==> src/logic/phy_adapt_pkg.sv <==
// constants, encodings and carrier structs for the link state adapter
// assumes one core clock domain; the training engine sits outside this block
package phy_adapt_pkg;

  // apb register byte addresses and control reset value
  localparam logic [7:0] CTRL_OFFSET = 8'h00;
  localparam logic [7:0] STATUS_OFFSET = 8'h04;
  localparam logic [7:0] CONFIG_OFFSET = 8'h08;
  localparam logic [31:0] CTRL_RESET = 32'h0000_0020;

  // control register bit positions
  localparam int CTRL_ORIENT_VALID_BIT = 0;
  localparam int CTRL_ORIENT_UP_BIT = 1;
  localparam int CTRL_XLINK_EN_BIT = 2;
  localparam int CTRL_RETRAIN_BIT = 3;
  localparam int CTRL_MLOOP_BIT = 4;
  localparam int CTRL_NEG_EN_BIT = 5;

  // status and config register field positions
  localparam int STAT_STATE_LSB = 0;
  localparam int STAT_PREV_LSB = 4;
  localparam int STAT_ORIENT_UP_BIT = 8;
  localparam int STAT_ORIENT_OK_BIT = 9;
  localparam int STAT_NEG_LSB = 10;
  localparam int STAT_GEN_LSB = 12;
  localparam int CFG_BYTES_LSB = 8;

  // abstract link state codes seen by the core
  localparam logic [3:0] LINK_STATE_DOWN = 4'h0;
  localparam logic [3:0] LINK_STATE_ACTIVE = 4'h1;
  localparam logic [3:0] LINK_STATE_RETRAINING = 4'h2;
  localparam logic [3:0] LINK_STATE_LOW_POWER_ONE = 4'h7;
  localparam logic [3:0] LINK_STATE_LOW_POWER_TWO = 4'h8;
  localparam logic [3:0] LINK_STATE_LOW_POWER_THREE = 4'h9;
  localparam logic [3:0] LINK_STATE_LOW_POWER_FOUR = 4'hA;

  // ordered-set field values used during alternate protocol negotiation
  localparam logic [1:0] EHL_MOD_TS_SUPPORTED = 2'h3;
  localparam logic [2:0] MOD_TS_USAGE_ALT_PROTO = 3'h2;
  localparam logic [1:0] NEG_STATUS_REQUEST = 2'h0;
  localparam logic [1:0] NEG_STATUS_SUPPORTED = 2'h2;

  // negotiation outcome reported in status
  localparam logic [1:0] NEG_NONE = 2'h0;
  localparam logic [1:0] NEG_OK = 2'h1;
  localparam logic [1:0] NEG_FAILED = 2'h2;

  // transfer generations and the fixed packet sequence number
  localparam logic [2:0] GEN_FIRST = 3'h0;
  localparam logic [2:0] GEN_THIRD = 3'h2;
  localparam logic [2:0] GEN_FIFTH = 3'h4;
  localparam logic [11:0] TLP_SEQ_ZERO = 12'h000;

  // training states as reported by the training engine
  typedef enum logic [4:0] {
    TS_DETECT = 5'h00, TS_POLLING = 5'h01, TS_CFG_LW_START = 5'h02,
    TS_CFG_LW_ACCEPT = 5'h03, TS_CFG_LN_WAIT = 5'h04, TS_CFG_LN_ACCEPT = 5'h05,
    TS_CFG_COMPLETE = 5'h06, TS_CFG_IDLE = 5'h07, TS_L0 = 5'h08, TS_L0S = 5'h09,
    TS_L1 = 5'h0A, TS_L2 = 5'h0B, TS_L3 = 5'h0C, TS_RECOVERY = 5'h0D,
    TS_DISABLED = 5'h0E, TS_LOOPBACK = 5'h0F, TS_HOT_RESET = 5'h10
  } train_state_e;

  // negotiation and bring-up sequencer
  typedef enum logic [2:0] {
    NG_IDLE = 3'h0, NG_TS1 = 3'h1, NG_TS2 = 3'h2, NG_WAIT_L0 = 3'h3,
    NG_EQ = 3'h4, NG_SDS = 3'h5, NG_DATA = 3'h6, NG_FAIL = 3'h7
  } neg_state_e;

  // ordered-set fields driven to or received from the training engine
  typedef struct packed {
    logic mod_ts;
    logic is_ts2;
    logic [1:0] ehl;
    logic [2:0] usage;
    logic [1:0] neg_status;
    logic [15:0] vendor_id;
  } os_fields_s;

endpackage : phy_adapt_pkg

==> src/logic/phy_link_state_adapter.sv <==
// link state adapter between a fabric protocol core and a serial link training engine
// assumes the training engine reports its state each cycle and acts on the ordered-set
// fields, target generation and retrain request driven here; one clock, apb registers
//
// The register addresses and the APB slave port were decided locally.
`timescale 1ns/1ns

// Summary of operation
// [RL1] base width 4 bytes, else lane count
// [RL2] data width is base times multiplier times aggregation count
// [RL3] orientation known before equalization starts
// [RL4] every capability supports both orientations here
// [RL5] crosslink result used when enabled
// [RL6] programmed orientation used without crosslink
// [RL7] training states map onto abstract states
// [RL8] core drives control, status returns
// [RL9] advertise modified ordered set support
// [RL10] modified sets carry alternate protocol usage
// [RL11] downstream requests with status zero
// [RL12] upstream answers requested protocol supported
// [RL13] complete exchanges sets with status zero
// [RL14] first gen L0, fifth gen, start data
// [RL15] only symmetric widths 1..32 lanes
// [RL16] no self-test mode exists
// [RL17] retraining goes through recovery
// [RL18] aggregation fixed at build time
// [RL19] one abstraction port per instance
// [RL20] master loopback optional, slave by engine
// [RL21] lane reversal optional, engine rules
// [RL22] clock compensation left to engine
// [RL23] retimers handled by engine rules
// [RL24] sequence number zero, no link retry
// [RL25] abstract state updates within one cycle
module phy_link_state_adapter
  import phy_adapt_pkg::*;
#(
  parameter int LANES = 4,
  parameter int MULT = 1,
  parameter int AGG_COUNT = 1,
  parameter bit MLOOP_SUPPORT = 1'b1,
  parameter bit XLINK_SUPPORT = 1'b1,
  // arbitrary neutral vendor value for the fabric protocol
  parameter logic [15:0] ALT_VENDOR_ID = 16'h5A5A,
  localparam int BASE_BYTES = (LANES <= 4) ? 4 : LANES,
  localparam int DATA_W = 8 * BASE_BYTES * MULT * AGG_COUNT
) (
  input wire logic CLOCK,
  input wire logic RST,
  input wire logic PSEL,
  input wire logic PENABLE,
  input wire logic PWRITE,
  input wire logic [7:0] PADDR,
  input wire logic [31:0] PWDATA,
  output logic [31:0] PRDATA,
  output logic PREADY,
  output logic PSLVERR,
  input wire train_state_e TRAIN_STATE,
  input wire logic [2:0] CUR_GEN,
  input wire logic XLINK_DONE,
  input wire logic XLINK_UPSTREAM,
  input wire logic RX_OS_VALID,
  input wire os_fields_s RX_OS,
  output os_fields_s TX_OS,
  output logic [2:0] TARGET_GEN,
  output logic EQ_REQ,
  output logic SDS_REQ,
  output logic RETRAIN_REQ,
  output logic ORIENT_UPSTREAM,
  output logic MASTER_LOOPBACK,
  input wire logic CORE_RETRAIN,
  input wire logic CORE_TX_VALID,
  input wire logic [DATA_W-1:0] CORE_TX_DATA,
  output logic CORE_TX_READY,
  output logic [3:0] CORE_LINK_STATE,
  output logic [3:0] CORE_PREV_STATE,
  output logic TX_TLP_VALID,
  output logic [DATA_W-1:0] TX_TLP_DATA,
  output logic [11:0] TX_TLP_SEQ
);

  // refuse widths and multipliers the data path cannot serve, at elaboration
  if (!(LANES inside {1, 2, 4, 8, 12, 16, 32})) begin : g_bad_lanes // [RL15]
    $error("unsupported lane count");
  end
  if (!(MULT inside {1, 2, 3, 4, 8})) begin : g_bad_mult // [RL2]
    $error("unsupported data multiplier");
  end
  if (AGG_COUNT < 1 || AGG_COUNT > 4) begin : g_bad_agg // [RL18]
    $error("unsupported aggregation count");
  end

  // map one training state onto its abstract code; all others read as down
  function automatic logic [3:0] map_state(input train_state_e ts);
    logic [3:0] code;
    code = LINK_STATE_DOWN;
    case (ts)
      TS_L0: code = LINK_STATE_ACTIVE;
      TS_L1: code = LINK_STATE_LOW_POWER_ONE;
      TS_L2: code = LINK_STATE_LOW_POWER_TWO;
      TS_L3: code = LINK_STATE_LOW_POWER_THREE;
      TS_L0S: code = LINK_STATE_LOW_POWER_FOUR;
      TS_RECOVERY: code = LINK_STATE_RETRAINING;
      default: code = LINK_STATE_DOWN;
    endcase
    return code;
  endfunction : map_state

  // true while the engine sits between link width accept and lane number accept
  function automatic logic in_accept_window(input train_state_e ts);
    return ts inside {TS_CFG_LW_ACCEPT, TS_CFG_LN_WAIT, TS_CFG_LN_ACCEPT};
  endfunction : in_accept_window

  logic [31:0] ctrl_reg;
  logic [3:0] state_reg;
  logic [3:0] prev_reg;
  logic orient_up_reg;
  logic orient_ok_reg;
  logic [1:0] neg_result_reg;
  logic peer_ok_reg;
  logic retrain_reg;
  neg_state_e neg_reg;
  neg_state_e neg_next;
  logic [31:0] rdata_next;
  logic [31:0] prdata_reg;
  logic addr_err;
  logic wr_ctrl;
  logic pkt_allowed;

  // zero wait state slave; any access outside the three words errors out
  assign PREADY = 1'b1;
  assign wr_ctrl = PSEL && PENABLE && PWRITE && (PADDR == CTRL_OFFSET);
  always_comb begin
    rdata_next = 32'h0000_0000;
    addr_err = 1'b0;
    if (PADDR == CTRL_OFFSET) begin
      rdata_next = ctrl_reg;
    end else if (PADDR == STATUS_OFFSET) begin
      rdata_next[STAT_STATE_LSB +: 4] = state_reg; // [RL8]
      rdata_next[STAT_PREV_LSB +: 4] = prev_reg;
      rdata_next[STAT_ORIENT_UP_BIT] = orient_up_reg;
      rdata_next[STAT_ORIENT_OK_BIT] = orient_ok_reg;
      rdata_next[STAT_NEG_LSB +: 2] = neg_result_reg;
      rdata_next[STAT_GEN_LSB +: 3] = CUR_GEN;
    end else if (PADDR == CONFIG_OFFSET) begin
      rdata_next[5:0] = 6'(LANES);
      rdata_next[CFG_BYTES_LSB +: 10] = 10'(DATA_W / 8); // [RL1]
    end else begin
      addr_err = 1'b1;
    end
  end
  // read word captured in the setup phase so the bus sees a flop, not the decode;
  // status moving during the access cycle is reported on the next read
  always_ff @(posedge CLOCK) begin
    if (RST)
      prdata_reg <= 32'h0000_0000;
    else if (PSEL && !PENABLE)
      prdata_reg <= rdata_next;
  end
  assign PRDATA = prdata_reg;
  assign PSLVERR = PSEL && PENABLE && addr_err;

  // control word; the retrain bit self clears once the request is issued
  always_ff @(posedge CLOCK) begin
    if (RST) begin
      ctrl_reg <= CTRL_RESET;
    end else if (wr_ctrl) begin
      ctrl_reg <= 32'h0000_0000;
      ctrl_reg[5:0] <= PWDATA[5:0];
      if (!MLOOP_SUPPORT)
        ctrl_reg[CTRL_MLOOP_BIT] <= 1'b0; // [RL20]
    end else if (retrain_reg) begin
      ctrl_reg[CTRL_RETRAIN_BIT] <= 1'b0;
    end
  end

  // abstract state follows the engine with a single register stage
  always_ff @(posedge CLOCK) begin
    if (RST) begin
      state_reg <= LINK_STATE_DOWN;
      prev_reg <= LINK_STATE_DOWN;
    end else if (map_state(TRAIN_STATE) != state_reg) begin
      state_reg <= map_state(TRAIN_STATE); // [RL7] [RL25]
      prev_reg <= state_reg;
    end
  end
  assign CORE_LINK_STATE = state_reg; // [RL8]
  assign CORE_PREV_STATE = prev_reg;

  // orientation: crosslink outcome when both sides run it, else the programmed value;
  // every capability accepts both orientations so no combination is refused
  always_ff @(posedge CLOCK) begin
    if (RST) begin
      orient_up_reg <= 1'b0;
      orient_ok_reg <= 1'b0;
    end else if (XLINK_SUPPORT && ctrl_reg[CTRL_XLINK_EN_BIT] && XLINK_DONE) begin
      orient_up_reg <= XLINK_UPSTREAM; // [RL5] [RL4]
      orient_ok_reg <= 1'b1;
    end else if (ctrl_reg[CTRL_ORIENT_VALID_BIT]) begin
      orient_up_reg <= ctrl_reg[CTRL_ORIENT_UP_BIT]; // [RL6] [RL4]
      orient_ok_reg <= 1'b1;
    end else if (TRAIN_STATE == TS_DETECT) begin
      orient_ok_reg <= 1'b0;
    end
  end
  assign ORIENT_UPSTREAM = orient_up_reg;

  // retraining is only ever a request to enter recovery; held one cycle
  always_ff @(posedge CLOCK) begin
    if (RST)
      retrain_reg <= 1'b0;
    else
      retrain_reg <= (CORE_RETRAIN || ctrl_reg[CTRL_RETRAIN_BIT]) && !retrain_reg
        && (TRAIN_STATE == TS_L0); // [RL17] [RL8]
  end
  assign RETRAIN_REQ = retrain_reg;
  // no self-test control exists; master loopback is a plain request to the engine
  assign MASTER_LOOPBACK = MLOOP_SUPPORT && ctrl_reg[CTRL_MLOOP_BIT]; // [RL16] [RL20]

  // partner answer seen in the accept window: downstream wants supported, upstream zero
  always_ff @(posedge CLOCK) begin
    if (RST || TRAIN_STATE == TS_DETECT)
      peer_ok_reg <= 1'b0;
    else if (RX_OS_VALID && RX_OS.mod_ts && in_accept_window(TRAIN_STATE)
        && RX_OS.usage == MOD_TS_USAGE_ALT_PROTO && RX_OS.vendor_id == ALT_VENDOR_ID
        && RX_OS.neg_status == (orient_up_reg ? NEG_STATUS_REQUEST
                                              : NEG_STATUS_SUPPORTED))
      peer_ok_reg <= 1'b1;
  end

  // negotiation and bring-up sequencer
  always_comb begin
    neg_next = neg_reg;
    case (neg_reg)
      NG_IDLE: begin
        if (ctrl_reg[CTRL_NEG_EN_BIT] && orient_ok_reg && in_accept_window(TRAIN_STATE))
          neg_next = NG_TS1; // [RL3]
      end
      NG_TS1: begin
        if (TRAIN_STATE == TS_CFG_COMPLETE)
          neg_next = peer_ok_reg ? NG_TS2 : NG_FAIL;
      end
      NG_TS2: begin
        if (RX_OS_VALID && RX_OS.is_ts2 && RX_OS.neg_status == NEG_STATUS_REQUEST
            && RX_OS.vendor_id == ALT_VENDOR_ID)
          neg_next = NG_WAIT_L0; // [RL13]
        else if (TRAIN_STATE != TS_CFG_COMPLETE)
          neg_next = NG_FAIL;
      end
      NG_WAIT_L0: begin
        if (TRAIN_STATE == TS_L0 && CUR_GEN == GEN_FIRST)
          neg_next = NG_EQ; // [RL14]
      end
      NG_EQ: begin
        if (TRAIN_STATE == TS_L0 && CUR_GEN == GEN_FIFTH)
          neg_next = NG_SDS; // [RL14]
      end
      NG_SDS: neg_next = NG_DATA; // [RL14]
      NG_DATA: begin
        if (TRAIN_STATE inside {TS_DETECT, TS_DISABLED, TS_HOT_RESET})
          neg_next = NG_IDLE;
      end
      NG_FAIL: begin
        if (TRAIN_STATE == TS_DETECT)
          neg_next = NG_IDLE;
      end
      default: neg_next = NG_IDLE;
    endcase
  end

  // sequencer state, reset to idle whenever the engine falls back to detect
  always_ff @(posedge CLOCK) begin
    if (RST)
      neg_reg <= NG_IDLE;
    else if (TRAIN_STATE == TS_DETECT && neg_reg != NG_FAIL)
      neg_reg <= NG_IDLE;
    else
      neg_reg <= neg_next;
  end

  // outcome kept for software until the next negotiation starts
  always_ff @(posedge CLOCK) begin
    if (RST)
      neg_result_reg <= NEG_NONE;
    else if (neg_next == NG_FAIL && neg_reg != NG_FAIL)
      neg_result_reg <= NEG_FAILED;
    else if (neg_next == NG_WAIT_L0 && neg_reg == NG_TS2)
      neg_result_reg <= NEG_OK;
    else if (neg_next == NG_TS1 && neg_reg == NG_IDLE)
      neg_result_reg <= NEG_NONE;
  end

  // ordered-set fields presented to the engine
  always_comb begin
    TX_OS = '0;
    if (ctrl_reg[CTRL_NEG_EN_BIT] && (TRAIN_STATE == TS_POLLING
        || TRAIN_STATE inside {[TS_CFG_LW_START:TS_CFG_IDLE]}))
      TX_OS.ehl = EHL_MOD_TS_SUPPORTED; // [RL9]
    if (neg_reg == NG_TS1) begin
      TX_OS.mod_ts = 1'b1;
      TX_OS.usage = MOD_TS_USAGE_ALT_PROTO; // [RL10]
      TX_OS.vendor_id = ALT_VENDOR_ID;
      TX_OS.neg_status = orient_up_reg ? NEG_STATUS_SUPPORTED // [RL12]
                                       : NEG_STATUS_REQUEST; // [RL11]
    end else if (neg_reg == NG_TS2) begin
      TX_OS.mod_ts = 1'b1;
      TX_OS.is_ts2 = 1'b1;
      TX_OS.usage = MOD_TS_USAGE_ALT_PROTO; // [RL10]
      TX_OS.vendor_id = ALT_VENDOR_ID;
      TX_OS.neg_status = NEG_STATUS_REQUEST; // [RL13]
    end
  end

  // rate target stays first gen until negotiation has passed; equalization needs a
  // resolved orientation or its phases cannot be sequenced
  assign TARGET_GEN = (neg_reg inside {NG_EQ, NG_SDS, NG_DATA}) ? GEN_FIFTH : GEN_FIRST;
  assign EQ_REQ = (neg_reg == NG_EQ) && orient_ok_reg; // [RL3] [RL14]
  assign SDS_REQ = (neg_reg == NG_SDS); // [RL14]

  // packets flow only after start of data and while the link is up
  assign pkt_allowed = (neg_reg == NG_DATA) && (TRAIN_STATE == TS_L0); // [RL14]
  assign CORE_TX_READY = pkt_allowed;
  always_ff @(posedge CLOCK) begin
    if (RST) begin
      TX_TLP_VALID <= 1'b0;
      TX_TLP_DATA <= '0;
      TX_TLP_SEQ <= TLP_SEQ_ZERO;
    end else begin
      TX_TLP_VALID <= pkt_allowed && CORE_TX_VALID;
      TX_TLP_SEQ <= TLP_SEQ_ZERO; // [RL24] no retry buffer is kept
      if (pkt_allowed && CORE_TX_VALID)
        TX_TLP_DATA <= CORE_TX_DATA; // [RL19]
    end
  end
endmodule : phy_link_state_adapter

==> config.mk <==
export PLATFORM = sky130hd
export DESIGN_NAME = phy_link_state_adapter
export DESIGN_NICKNAME = d
export VERILOG_FILES = /design/src/logic/phy_adapt_pkg.sv /design/src/logic/phy_link_state_adapter.sv
export SDC_FILE = /design/constraint.sdc
export NUM_CORES = 1
export LEC_CHECK = 0
export BUFFER_PORTS_ARGS = -buffer_cell sky130_fd_sc_hd__buf_4
export CAP_MARGIN = 10
export CORE_MARGIN = 4
export CORE_UTILIZATION = 42
export CTS_CLUSTER_SIZE = 10
export DETAILED_ROUTE_END_ITERATION = 12
export PLACE_DENSITY = 0.83
export SKIP_LAST_GASP = 1
export SLEW_MARGIN = 15
export SYNTH_ARGS = -nofsm -noshare
export SYNTH_HDL_FRONTEND = slang
export SYNTH_SLANG_ARGS = --single-unit
==> constraint.sdc <==
create_clock -name CLOCK -period 2.4 [get_ports CLOCK]
set_input_delay 0.12 -clock CLOCK [delete_from_list [all_inputs] [get_ports CLOCK]]
set_output_delay 0.12 -clock CLOCK [all_outputs]
set_load 0.02 [all_outputs]
Yosys cells after proc, flatten, opt, wreduce, memory -nomap -nowiden --
Cells that the tools add are included.
Word-level totals: bits in registers 74, bits of input ports 115, output and inout port bits 121, logic and storage cells 138
Cells by class: magnitude comparators 2, equality and inequality tests 32, mux-type cells 41, reduce and logical (&&, ||, !) cells 49
Operators with widths (number):
- 20-bit two-way mux | 2
- 3-bit two-way mux | 13
- 5-bit by 4-bit == test with 1-bit output (second input constant) | 7
- 1-bit logical AND | 29
- 3-bit one-hot mux with 8 select lines | 1
- 4-bit one-hot mux with 6 select lines | 1
- 3-bit == test (second input constant) | 6
- 18-bit two-way mux | 1
- 16-bit by 15-bit == test with 1-bit output (second input constant) | 1
- 2-bit two-way mux | 8
- 5-bit by 3-bit == test with 1-bit output (second input constant) | 3
- 3-bit nonzero test | 5
- 3-bit by 2-bit == test with 1-bit output (second input constant) | 4
- 1-bit two-way mux | 12
- 8-bit by 3-bit == test with 1-bit output (second input constant) | 1
- 8-bit by 4-bit == test with 1-bit output (second input constant) | 1
- 8-bit logical NOT | 1
- 7-bit two-way mux | 1
- 3-bit by 1-bit == test with 1-bit output (second input constant) | 2
- 3-bit logical NOT | 2
- 6-bit two-way mux | 1
- 2-bit nonzero test | 3
- 5-bit by 1-bit == test with 1-bit output (second input constant) | 1
- 5-bit by 2-bit == test with 1-bit output (second input constant) | 1
- other kinds (13) | 17

Longest topological paths before layout --
Gate-level depths: netlist of run 1.
depth after elaboration 10, mapped depth 9, mapped depth without buffers 6

Worst setup path after synthesis of run 1 --
No wires, ideal clock.
path type register to register, from register neg_reg[0], to register neg_result_reg[1], library setup time 0.071 ns, arrival 2.080 ns, data required time 2.329 ns, path slack 0.249 ns, cell stages (with the launch flop) 7, buffers on the path 1, clock period less this slack 2.151 ns, cells stage by stage dfxtp_1 buf_2 nor3b_1 o21ai_0 o221a_2 or2_2 a21oi_1
On the way: cells in the longest elaborated chain, start to end 7, elaborated cells on any way between the ends 27, classes of those cells eq/ne (11); mux (11); reduce/logical (5)
Ends and longest elaborated chain:
- from (decl) | RTL line phy_link_state_adapter.sv:121 | neg_state_e neg_reg;
- from (signal assigned) | RTL line phy_link_state_adapter.sv:277 | neg_reg <= neg_next;
- 3-bit two-way mux | RTL line phy_link_state_adapter.sv:246 | else if (TRAIN_STATE != TS_CFG_COMPLETE)
- 3-bit two-way mux | RTL line phy_link_state_adapter.sv:243 | if (RX_OS_VALID && RX_OS.is_ts2 && RX_OS.neg_status == NEG_STATUS_REQUEST
- 3-bit one-hot mux with 8 select lines | RTL line phy_link_state_adapter.sv:233 | case (neg_reg)
- 3-bit by 2-bit == test with 1-bit output | RTL line phy_link_state_adapter.sv:286 | else if (neg_next == NG_WAIT_L0 && neg_reg == NG_TS2)
- 1-bit logical AND | RTL line phy_link_state_adapter.sv:286
- 2-bit two-way mux | RTL line phy_link_state_adapter.sv:286
- 2-bit two-way mux | RTL line phy_link_state_adapter.sv:284 | else if (neg_next == NG_FAIL && neg_reg != NG_FAIL)
- to (signal assigned) | RTL line phy_link_state_adapter.sv:283 | neg_result_reg <= NEG_NONE;
- to (signal assigned) | RTL line phy_link_state_adapter.sv:285 | neg_result_reg <= NEG_FAILED;
- to (signal assigned) | RTL line phy_link_state_adapter.sv:287 | neg_result_reg <= NEG_OK;
- to (decl) | RTL line phy_link_state_adapter.sv:118 | logic [1:0] neg_result_reg;
Several ways; a longest one is shown, not always the timed one. A chain may end at the register's enable or synchronous reset.

Worst setup path after layout of run 1 --
from register neg_reg[1], to register neg_result_reg[1]
The elaborated chain is that of the path after synthesis.

==> results of run 1 <==
worst paths after layout:
kind / startpoint / endpoint / cells after the start
worst min register to register: TX_TLP_DATA[13] / TX_TLP_DATA[13] / 2
worst min-delay path: PWDATA[1] / ctrl_reg[1] / 3
worst max-delay path: neg_reg[1] / neg_result_reg[1] / 6
worst max register to register: neg_reg[1] / neg_result_reg[1] / 6
cells in the mapped netlist (all sizes together), types with 2 or more instances:
library cell  instances
and3                  4
nand2                75
inv                   5
nand2b                3
dfxtp                71
buf                  65
conb                  2
a21oi                42
nor4                  2
nand3                 5
o21ai                 7
a221oi                3
or4b                  2
nor4b                 4
a31oi                 2
clkbuf               14
nor4bb                4
a211oi                4
a222oi                5
nor3b                 5
nor3                 15
nor2                 43
o22ai                 2
mux2i                10
nor2b                 7
a22oi                 8
or3                   2
nand4                 4
cell families after synthesis:
logic type             count (synthesis)
AO/OA/AOI/OAI                         86
XOR/XNOR                               2
buffers and inverters                 84
flip-flops                            71
multiplexers                          11
other                                  2
AND/OR/NAND/NOR                      180
power groups by stage:
| stage | Combinational, mW | Sequential, mW | Clock (mW) |
|---|---|---|---|
| floorplan | 0.190 | 1.21 | 0 |
| global placement | 0.268 | 1.21 | 0 |
| detailed placement | 0.274 | 1.21 | 0 |
| CTS | 0.274 | 1.18 | 1.20 |
| global route | 0.299 | 1.18 | 1.25 |
| finish | 0.276 | 1.18 | 1.17 |
metal layers:
| metal | wire [um] | global-route usage (%) | part of all wire [%] | up-vias |
|---|---|---|---|---|
| li1 | - | - | - | 1702 |
| met1 | 3714 | 22.30 | 38 | 1586 |
| met2 | 5022 | 32.73 | 51 | 163 |
| met3 | 885 | 4.137 | 9.0 | 21 |
| met4 | 229 | 8.824 | 2.3 | 0 |
| met5 | 0 | 0 | 0 | - |
stage by stage:
stage	utilization [%]	cell area [um2]	instances	total power [mW]	setup WS, ns
2_1_floorplan	-	3685	477	1.402	0.2489
3_3_place_gp	55.57	4566	673	1.478	0.3873
3_5_place_dp	55.57	4566	673	1.484	0.3494
4_1_cts	58.54	4810	689	2.654	0.3034
5_1_grt	58.54	4810	689	2.729	0.05529
6_report	58.54	4810	689	2.624	0.2701
worst max-delay path, stage by stage, from the launching register on:
cell	delay [ns]
sky130_fd_sc_hd__dfxtp_1	0.58
sky130_fd_sc_hd__nor3b_1	0.40
sky130_fd_sc_hd__nand4_1	0.12
sky130_fd_sc_hd__o21ai_0	0.36
sky130_fd_sc_hd__o32ai_2	0.16
sky130_fd_sc_hd__or2_2	0.29
sky130_fd_sc_hd__a21oi_1	0.14
area by class of cell:
cell class / count / area share, %
Clock buffer: 10 / 2.653
Multi-Input combinational cell: 322 / 35.72
Clock inverter: 6 / 2.419
Sequential cell: 71 / 29.55
Tap cell: 105 / 2.732
Inverter: 5 / 0.3902
Timing Repair Buffer: 170 / 26.53
==> impl_metrics.env, run 1 <==
export IMPL_power_switching_fraction_pct=23.75
export IMPL_floorplan_core_area_um2=8217
export IMPL_area_of_the_multi_input_gates_um2=1718
export IMPL_root_buffer="sky130_fd_sc_hd__clkbuf_8"
export IMPL_timing_hold_ws_ns=0.01682
export IMPL_synth_top_family_by_area="simple AND/OR/NAND/NOR gates"
export IMPL_synth_compound_area_share_pct=15.88
export IMPL_yosysTopAreaCell="sky130_fd_sc_hd__dfxtp_1"
export IMPL_yosys_area_top_type_share_pct=40.26
export IMPL_power_internal_mw=2.001
export IMPL_critical_path_endpoint_type="flip-flop"
export IMPL_synth_edff_count=0
export IMPL_routed_wire_length_per_instance_um=14.30
export IMPL_yosys_most_used_dff="sky130_fd_sc_hd__dfxtp_1"
export IMPL_worst_path_max_fanout=13
export IMPL_drc=0
export IMPL_setup_bufs_post_cts=0
export IMPL_setup_viol_count_final=0
export IMPL_yosys_cell_types_count=57
export IMPL_gpl_final_weighted_congestion=0.9953
export IMPL_gates_resized_cts_repair=0
export IMPL_num_fill_cells=723
export IMPL_syn_to_final_growth_pct=36.22
export IMPL_slew_limit_headroom_pct=54.36
export IMPL_place_detailed_hpwl_um=7621
export IMPL_drtIter0Drc=187
export IMPL_max_cap_violations=0
export IMPL_mappedNetlistArea_um2=3531
export IMPL_syn_inst=436
export IMPL_clock_path_buffers=2
export IMPL_detailed_router_iteration_count_before_antenna_repair=5
export IMPL_total_wirelength_of_the_detailed_routed_design_um=9850
export IMPL_total_number_of_vias=3472
export IMPL_timing_hold_worst_class="input pin to flip-flop"
export IMPL_grt_max_degree=70
export IMPL_cts_htree_levels=3
export IMPL_criticalPathCategory="flip-flop to flip-flop"
export IMPL_power_clock_fraction_pct=44.4
export IMPL_tritoncts="yes"
export IMPL_holdBufCountCts=0
export IMPL_worstSetupStartpointType="flip-flop"
export IMPL_maxClockFrequency_mhz=469.5
export IMPL_pwr_share_comb_pct=10.5
export IMPL_grt_first_pass_wirelength_um=15320
export IMPL_drive_gt1_share_pct=33.22
export IMPL_number_of_antenna_violations_at_the_first_check_in_global_routing=0
export IMPL_yosys_warnings=0
export IMPL_clkLatencyLatePin_ns=0.34
export IMPL_avgViaCountPerCell=5.039
export IMPL_die_w_um=99.69
export IMPL_rows=33
export IMPL_p_sw_mw=0.6232
export IMPL_die_area_um2=9938
export IMPL_yosys_register_bits=71
export IMPL_crit_path_time_final_ns=2.130
export IMPL_antenna_cells_inserted=0
export IMPL_number_of_nets_with_antenna_violations_after_detailed_routing=0
export IMPL_synthMuxAreaShare_pct=3.154
export IMPL_avgSynthCellArea_um2=8.098
export IMPL_final_setup_skew_ns=0.009854
export IMPL_slew_viol_final=0
export IMPL_critical_path_required_ns=2.65
export IMPL_worst_vdd_drop_v=0.0003240
export IMPL_yosys_area_share_simple_pct=24.56
export IMPL_run_status="finished clean"
export IMPL_fin_nets=694
export IMPL_largest_register_ffs=32
export IMPL_period_share_pct=88.75
export IMPL_power_frac_seq_pct=45.1
export IMPL_power_leakage_nw=2.112
export IMPL_setup_total_negative_slack_ns=0
export IMPL_r2r_setup_slack_ns=0.27
export IMPL_floorplan_die_height_um=99.69
export IMPL_synth_fa_ha_area_share_pct=0
export IMPL_grt_overflow_total=0
export IMPL_effective_utilization_at_floorplan_pct=42.97
export IMPL_finalHoldViolCount=0
export IMPL_most_common_library_cell_in_the_layout_ignoring_fill_and_taps="sky130_fd_sc_hd__buf_4"
export IMPL_cp_data_arrival_time_ns=2.38
export IMPL_grtUsageTotal_pct=18.97
export IMPL_ys_async_sr_fraction_pct=0
export IMPL_ioPinCount=236
export IMPL_grt_pass1_vias=3278
export IMPL_port_buffers=164
export IMPL_ff_latch_area_um2=1421
export IMPL_clock_sinks=71
export IMPL_ys_seq_area_share_pct=40.26
export IMPL_rsz0062_at_grt="false"
export IMPL_synth_top_cells_by_area="sky130_fd_sc_hd__dfxtp_1 40%, sky130_fd_sc_hd__buf_4 11%, sky130_fd_sc_hd__nand2_1 8.0%, sky130_fd_sc_hd__a21oi_1 6.0%, sky130_fd_sc_hd__nor2_1 4.5%"
export IMPL_cts_clk_slew_worst_paths_ns=0.08
export IMPL_worst_slew_pin_transition_ns=0.6847
export IMPL_synth_xor_area_share_pct=0.4961
export IMPL_numCtsBuffers=9
export IMPL_power_density_nw_per_um2=545.6
export IMPL_layout_common_cells="170 x sky130_fd_sc_hd__buf_4, 75 x sky130_fd_sc_hd__nand2_1, 71 x sky130_fd_sc_hd__dfxtp_1"
Note: power is estimated with default switching activity, not from simulation.
==> run 2: changes to the inputs <==
--- a/config.mk
+++ b/config.mk
@@ -5,7 +5,7 @@
 export SDC_FILE = /design/constraint.sdc
 export NUM_CORES = 1
 export LEC_CHECK = 0
-export BUFFER_PORTS_ARGS = -buffer_cell sky130_fd_sc_hd__buf_4
+export BUFFER_PORTS_ARGS = -buffer_cell sky130_fd_sc_hd__buf_2
 export CAP_MARGIN = 10
 export CORE_MARGIN = 4
 export CORE_UTILIZATION = 42
==> run 2 against run 1 <==
Worst setup slack gained 0.10 ns. Global-route usage shrank 0.58 points. Via count grew 0.29%. Clock skew is essentially flat.
==> impl_metrics.env, run 2 (same netlist as run 1, synthesis figures left out) <==
export IMPL_floorplan_die_height_um=99.69
export IMPL_worst_vdd_drop_v=0.0003042
export IMPL_clock_sinks=71
export IMPL_clkLatencyLatePin_ns=0.34
export IMPL_r2r_setup_slack_ns=0.37
export IMPL_final_setup_skew_ns=0.009833
export IMPL_worst_slew_pin_transition_ns=1.046
export IMPL_cts_htree_levels=3
export IMPL_cts_clk_slew_worst_paths_ns=0.07
export IMPL_dp_cells=674
export IMPL_numCtsBuffers=9
export IMPL_period_share_pct=84.50
export IMPL_grtUsageTotal_pct=18.40
export IMPL_finalHoldViolCount=0
export IMPL_syn_to_final_growth_pct=23.95
export IMPL_power_leakage_nw=2.030
export IMPL_layout_common_cells="164 x sky130_fd_sc_hd__buf_2, 75 x sky130_fd_sc_hd__nand2_1, 71 x sky130_fd_sc_hd__dfxtp_1"
export IMPL_rr_endpoint="neg_result_reg[1]"
export IMPL_ioPinCount=236
export IMPL_max_cap_violations=0
export IMPL_grt_met3_usage_pct=4.558
export IMPL_total_number_of_vias=3482
export IMPL_worstSetupStartpointType="flip-flop"
export IMPL_grt_max_degree=43
export IMPL_antenna_cells_inserted=0
export IMPL_setup_bufs_post_cts=0
export IMPL_timing_hold_ws_ns=0.01583
export IMPL_setup_viol_count_final=0
export IMPL_drc=0
export IMPL_rr_worst_depth=6
export IMPL_most_common_library_cell_in_the_layout_ignoring_fill_and_taps="sky130_fd_sc_hd__buf_2"
export IMPL_largest_register_ffs=32
export IMPL_floorplan_core_area_um2=8217
export IMPL_gpl_final_weighted_congestion=0.9185
export IMPL_critical_path_endpoint_type="flip-flop"
export IMPL_clock_path_buffers=2
export IMPL_post_route_cell_area_um2=4377
export IMPL_finalCoreUtilization_pct=53.27
export IMPL_grt_busiest_layer="met2"
export IMPL_post_place_ws_ns=0.2859
export IMPL_grt_first_pass_wirelength_um=14980
export IMPL_critical_path_required_ns=2.66
export IMPL_root_buffer="sky130_fd_sc_hd__clkbuf_8"
export IMPL_rsz0062_at_grt="false"
export IMPL_grt_pass1_vias=3201
export IMPL_layoutNonFillerInstCount=691
export IMPL_port_buffers=164
export IMPL_detailed_router_iteration_count_before_antenna_repair=4
export IMPL_dpl_instance_area_um2=4163
export IMPL_fin_nets=696
export IMPL_number_of_antenna_violations_at_the_first_check_in_global_routing=0
export IMPL_place_detailed_hpwl_um=7371
export IMPL_cp_data_arrival_time_ns=2.28
export IMPL_die_area_um2=9938
export IMPL_worst_path_max_fanout=13
export IMPL_timing_hold_worst_class="input pin to flip-flop"
export IMPL_hold_path_depth=3
export IMPL_crit_reg2reg_launch="neg_reg[1]"
export IMPL_grt_met2_usage_pct=32.99
export IMPL_fin_total_pwr_mw=2.362
export IMPL_grt_overflow_total=0
export IMPL_tritoncts="yes"
export IMPL_number_of_nets_with_antenna_violations_after_detailed_routing=0
export IMPL_criticalPathCategory="flip-flop to flip-flop"
export IMPL_drive_gt1_share_pct=33.45
export IMPL_power_density_nw_per_um2=539.7
export IMPL_maxClockFrequency_mhz=493.1
export IMPL_run_status="finished clean"
export IMPL_rows=33
export IMPL_hold_path_endpoint="TX_TLP_DATA[3]"
export IMPL_die_w_um=99.69
export IMPL_holdCritStartpoint="CORE_TX_DATA[3]"
export IMPL_setup_total_negative_slack_ns=0
export IMPL_slew_viol_final=0
export IMPL_met1_usage_pct=21.29
export IMPL_avgViaCountPerCell=5.039
export IMPL_effective_utilization_at_floorplan_pct=42.97
export IMPL_routed_wire_length_per_instance_um=13.79
export IMPL_final_critical_path_setup_slack_ns=0.3720
export IMPL_drtIter0Drc=158
export IMPL_crit_path_time_final_ns=2.028
export IMPL_slew_limit_headroom_pct=29.65
export IMPL_total_wirelength_of_the_detailed_routed_design_um=9531
-- run 2: worst max-delay path by stage --
stage | start | end | slack (ns) | depth (start not counted)
after floorplan | neg_reg[0] | neg_result_reg[1] | 0.25 | 6
after global placement | neg_reg[1] | neg_result_reg[1] | 0.39 | 6
after detailed placement | neg_reg[1] | neg_result_reg[1] | 0.29 | 6
after CTS | neg_reg[1] | neg_result_reg[1] | 0.28 | 6
after global routing | neg_reg[1] | neg_result_reg[1] | 0.15 | 6
final | neg_reg[1] | neg_result_reg[1] | 0.37 | 6
-- run 2: metal layers --
| metal | wire (um) | part of all wire [%] |
|---|---|---|
| met1 | 3685 | 39 |
| met2 | 4849 | 51 |
| met3 | 862 | 9.0 |
| met4 | 133 | 1.4 |
| met5 | 0 | 0 |
-- run 2: final cells by class --
type	count	area, um2
Tap cell	105	131.4
Sequential cell	71	1421
Multi-Input combinational cell	322	1723
Fill cell	789	3840
Clock inverter	5	57.56
Inverter	5	18.77
Clock buffer	11	141.4
Timing Repair Buffer	172	883.3
-- run 2: worst max-delay path, stage by stage (launching register included) --
cell and delay [ns]:
sky130_fd_sc_hd__dfxtp_1 0.56, sky130_fd_sc_hd__nor3b_2 0.34, sky130_fd_sc_hd__nand4_1 0.12, sky130_fd_sc_hd__o21ai_0 0.36, sky130_fd_sc_hd__o32ai_2 0.15, sky130_fd_sc_hd__or2_2 0.29, sky130_fd_sc_hd__a21oi_1 0.13
-- run 2: power by group --
part           leakage, nW  internal [mW]  switching, mW
combinational         1.37         0.0818          0.154
sequential           0.572           1.18        0.00320
clock               0.0916          0.507          0.437
total                 2.03           1.77          0.594
-- run 2: repair_timing --
item | 4_1_cts | 5_1_grt
hold buffers | 1 | 0
resized for setup | 0 | 1
endpoints found under the setup margin | 0 | 1
hold endpoints to repair | 1 | 0
==> run 3: changes to the inputs <==
==> constraint.sdc (replaced) <==
create_clock -name CLOCK -period 2.1 [get_ports CLOCK]
set_input_delay 0.105 -clock CLOCK [delete_from_list [all_inputs] [get_ports CLOCK]]
set_output_delay 0.105 -clock CLOCK [all_outputs]
set_load 0.02 [all_outputs]
==> run 3 against run 2 <==
Hold slack worse by 0.0092 ns. Core utilization rose by 3.4 points. Non-clock buffer count up 31. Critical path type unchanged. Critical endpoint unchanged. Highest routed layer unchanged.
==> impl_metrics.env, run 3 (same netlist as run 1, synthesis figures left out) <==
export IMPL_run_status="finished clean"
export IMPL_avgViaCountPerCell=5.026
export IMPL_grt_met2_usage_pct=35.66
export IMPL_number_of_nets_with_antenna_violations_after_detailed_routing=0
export IMPL_worstSetupStartpointType="flip-flop"
export IMPL_cts_htree_levels=3
export IMPL_fin_nets=727
export IMPL_criticalPathCategory="flip-flop to flip-flop"
export IMPL_worstSetupStartpoint="neg_reg[0]"
export IMPL_worst_slew_pin_transition_ns=0.5717
export IMPL_clock_path_buffers=2
export IMPL_gpl_final_weighted_congestion=0.8362
export IMPL_setup_total_negative_slack_ns=0
export IMPL_grt_pass1_vias=3425
export IMPL_routed_wire_length_per_instance_um=14.19
export IMPL_numCtsBuffers=9
export IMPL_grt_overflow_total=0
export IMPL_slew_viol_final=0
export IMPL_clkLatencyLatePin_ns=0.34
export IMPL_critical_path_required_ns=2.37
export IMPL_clock_sinks=71
export IMPL_post_place_ws_ns=0.1077
export IMPL_ioPinCount=236
export IMPL_power_frac_seq_pct=49.9
export IMPL_grt_max_degree=34
export IMPL_finalHoldViolCount=0
export IMPL_total_wirelength_of_the_detailed_routed_design_um=10250
export IMPL_total_number_of_vias=3629
export IMPL_setup_bufs_post_cts=0
export IMPL_pwr_share_comb_pct=11.6
export IMPL_largest_register_ffs=32
export IMPL_layoutNonFillerInstCount=722
export IMPL_power_switching_fraction_pct=25.48
export IMPL_cp_data_arrival_time_ns=2.21
export IMPL_die_w_um=99.69
export IMPL_worst_vdd_drop_v=0.0004800
export IMPL_final_setup_skew_ns=0.009584
export IMPL_port_buffers=164
export IMPL_grt_busiest_layer="met2"
export IMPL_most_common_library_cell_in_the_layout_ignoring_fill_and_taps="sky130_fd_sc_hd__buf_2"
export IMPL_drive_gt1_share_pct=32.90
export IMPL_slew_limit_headroom_pct=61.88
export IMPL_met1_usage_pct=21.77
export IMPL_final_critical_path_setup_slack_ns=0.1595
export IMPL_place_detailed_hpwl_um=7654
export IMPL_syn_to_final_growth_pct=31.96
export IMPL_dp_cells=681
export IMPL_grt_first_pass_wirelength_um=15950
export IMPL_number_of_antenna_violations_at_the_first_check_in_global_routing=0
export IMPL_worst_path_max_fanout=7
export IMPL_layout_common_cells="164 x sky130_fd_sc_hd__buf_2, 75 x sky130_fd_sc_hd__nand2_1, 71 x sky130_fd_sc_hd__dfxtp_1"
export IMPL_cts_clk_slew_worst_paths_ns=0.07
export IMPL_power_leakage_nw=2.170
export IMPL_p_sw_mw=0.6907
export IMPL_crit_path_time_final_ns=1.941
export IMPL_floorplan_die_height_um=99.69
export IMPL_fin_total_pwr_mw=2.710
export IMPL_effective_utilization_at_floorplan_pct=42.97
export IMPL_rows=33
export IMPL_num_fill_cells=765
export IMPL_critPathSlowestCell="sky130_fd_sc_hd__o21ai_0"
export IMPL_critical_path_endpoint_type="flip-flop"
export IMPL_path_delay_family="simple AND/OR/NAND/NOR gates"
export IMPL_tritoncts="yes"
export IMPL_rsz0062_at_grt="false"
export IMPL_area_of_the_multi_input_gates_um2=1723
export IMPL_critPathBufInv=1
export IMPL_timing_hold_worst_class="input pin to flip-flop"
export IMPL_power_density_nw_per_um2=581.7
export IMPL_critPathMaxStageDelay_ns=0.39
export IMPL_power_internal_mw=2.020
export IMPL_root_buffer="sky130_fd_sc_hd__clkbuf_8"
export IMPL_setup_viol_count_final=0
export IMPL_grtUsageTotal_pct=19.60
export IMPL_cp_cell_sequence="buf_4 -> nor3b_2 -> nand4_1 -> o21ai_0 -> o32ai_2 -> or2_2 -> a21oi_1"
export IMPL_drtIter0Drc=170
export IMPL_maxClockFrequency_mhz=515.3
export IMPL_floorplan_core_area_um2=8217
export IMPL_holdCritStartpoint="CORE_TX_DATA[11]"
export IMPL_antenna_cells_inserted=0
export IMPL_die_area_um2=9938
export IMPL_grt_met3_usage_pct=6.101
export IMPL_ff_latch_area_um2=1421
export IMPL_crit_reg2reg_launch="neg_reg[0]"
export IMPL_power_clock_fraction_pct=38.6
export IMPL_drc=0
export IMPL_period_share_pct=92.41
export IMPL_max_cap_violations=0
export IMPL_detailed_router_iteration_count_before_antenna_repair=5
## run 3: power groups by stage
stage / combinational (mW) / clock (mW) / sequential [mW]
final: 0.313 / 1.05 / 1.35
after global routing: 0.342 / 1.13 / 1.35
after CTS: 0.309 / 1.08 / 1.35
after detailed placement: 0.271 / 0 / 1.38
after global placement: 0.265 / 0 / 1.38
after floorplan: 0.217 / 0 / 1.39
## run 3: stage by stage
| stage | area, um2 | util (%) | hold WS, ns |
|---|---|---|---|
| 2_1_floorplan | 3690 | - | 0.2410 |
| 5_1_grt | 4659 | 56.71 | 0.005720 |
| 6_report | 4659 | 56.71 | 0.006634 |
| 3_5_place_dp | 4220 | 51.36 | 0.3512 |
| 4_1_cts | 4659 | 56.71 | 0.001417 |
| 3_3_place_gp | 4220 | 51.36 | 0.3332 |
## run 3: metal layers
metal	vias up	wire, um
met5	-	0
met2	196	5345
met1	1648	3778
met4	0	141
li1	1770	-
met3	15	982
## run 3: path summary, 6_finish.rpt
| path | endpoint | slack [ns] | depth (start not counted) |
|---|---|---|---|
| max | neg_result_reg[1] | 0.16 | 7 |
| max reg2reg | neg_result_reg[1] | 0.16 | 7 |
| min | TX_TLP_DATA[11] | 0.007 | 3 |
| min reg2reg | RETRAIN_REQ | 0.45 | 1 |
## run 3: final cells by class
class	count	area share, %
clock buffers	10	2.739
clock inverters	6	1.316
flip-flops and latches	71	30.50
well taps	105	2.820
inverters	5	0.4028
repair buffers	203	25.24
multi-input cells	322	36.98
## run 3: timing repair
item | 4_1_cts | 5_1_grt
hold endpoints to repair | 25 | 0
hold buffers | 25 | 0
resized for setup | 0 | 0
## run 3: worst min-delay path: stages
cell	delay, ns
sky130_fd_sc_hd__buf_2	0.09
sky130_fd_sc_hd__nand2_1	0.04
sky130_fd_sc_hd__a21oi_1	0.05
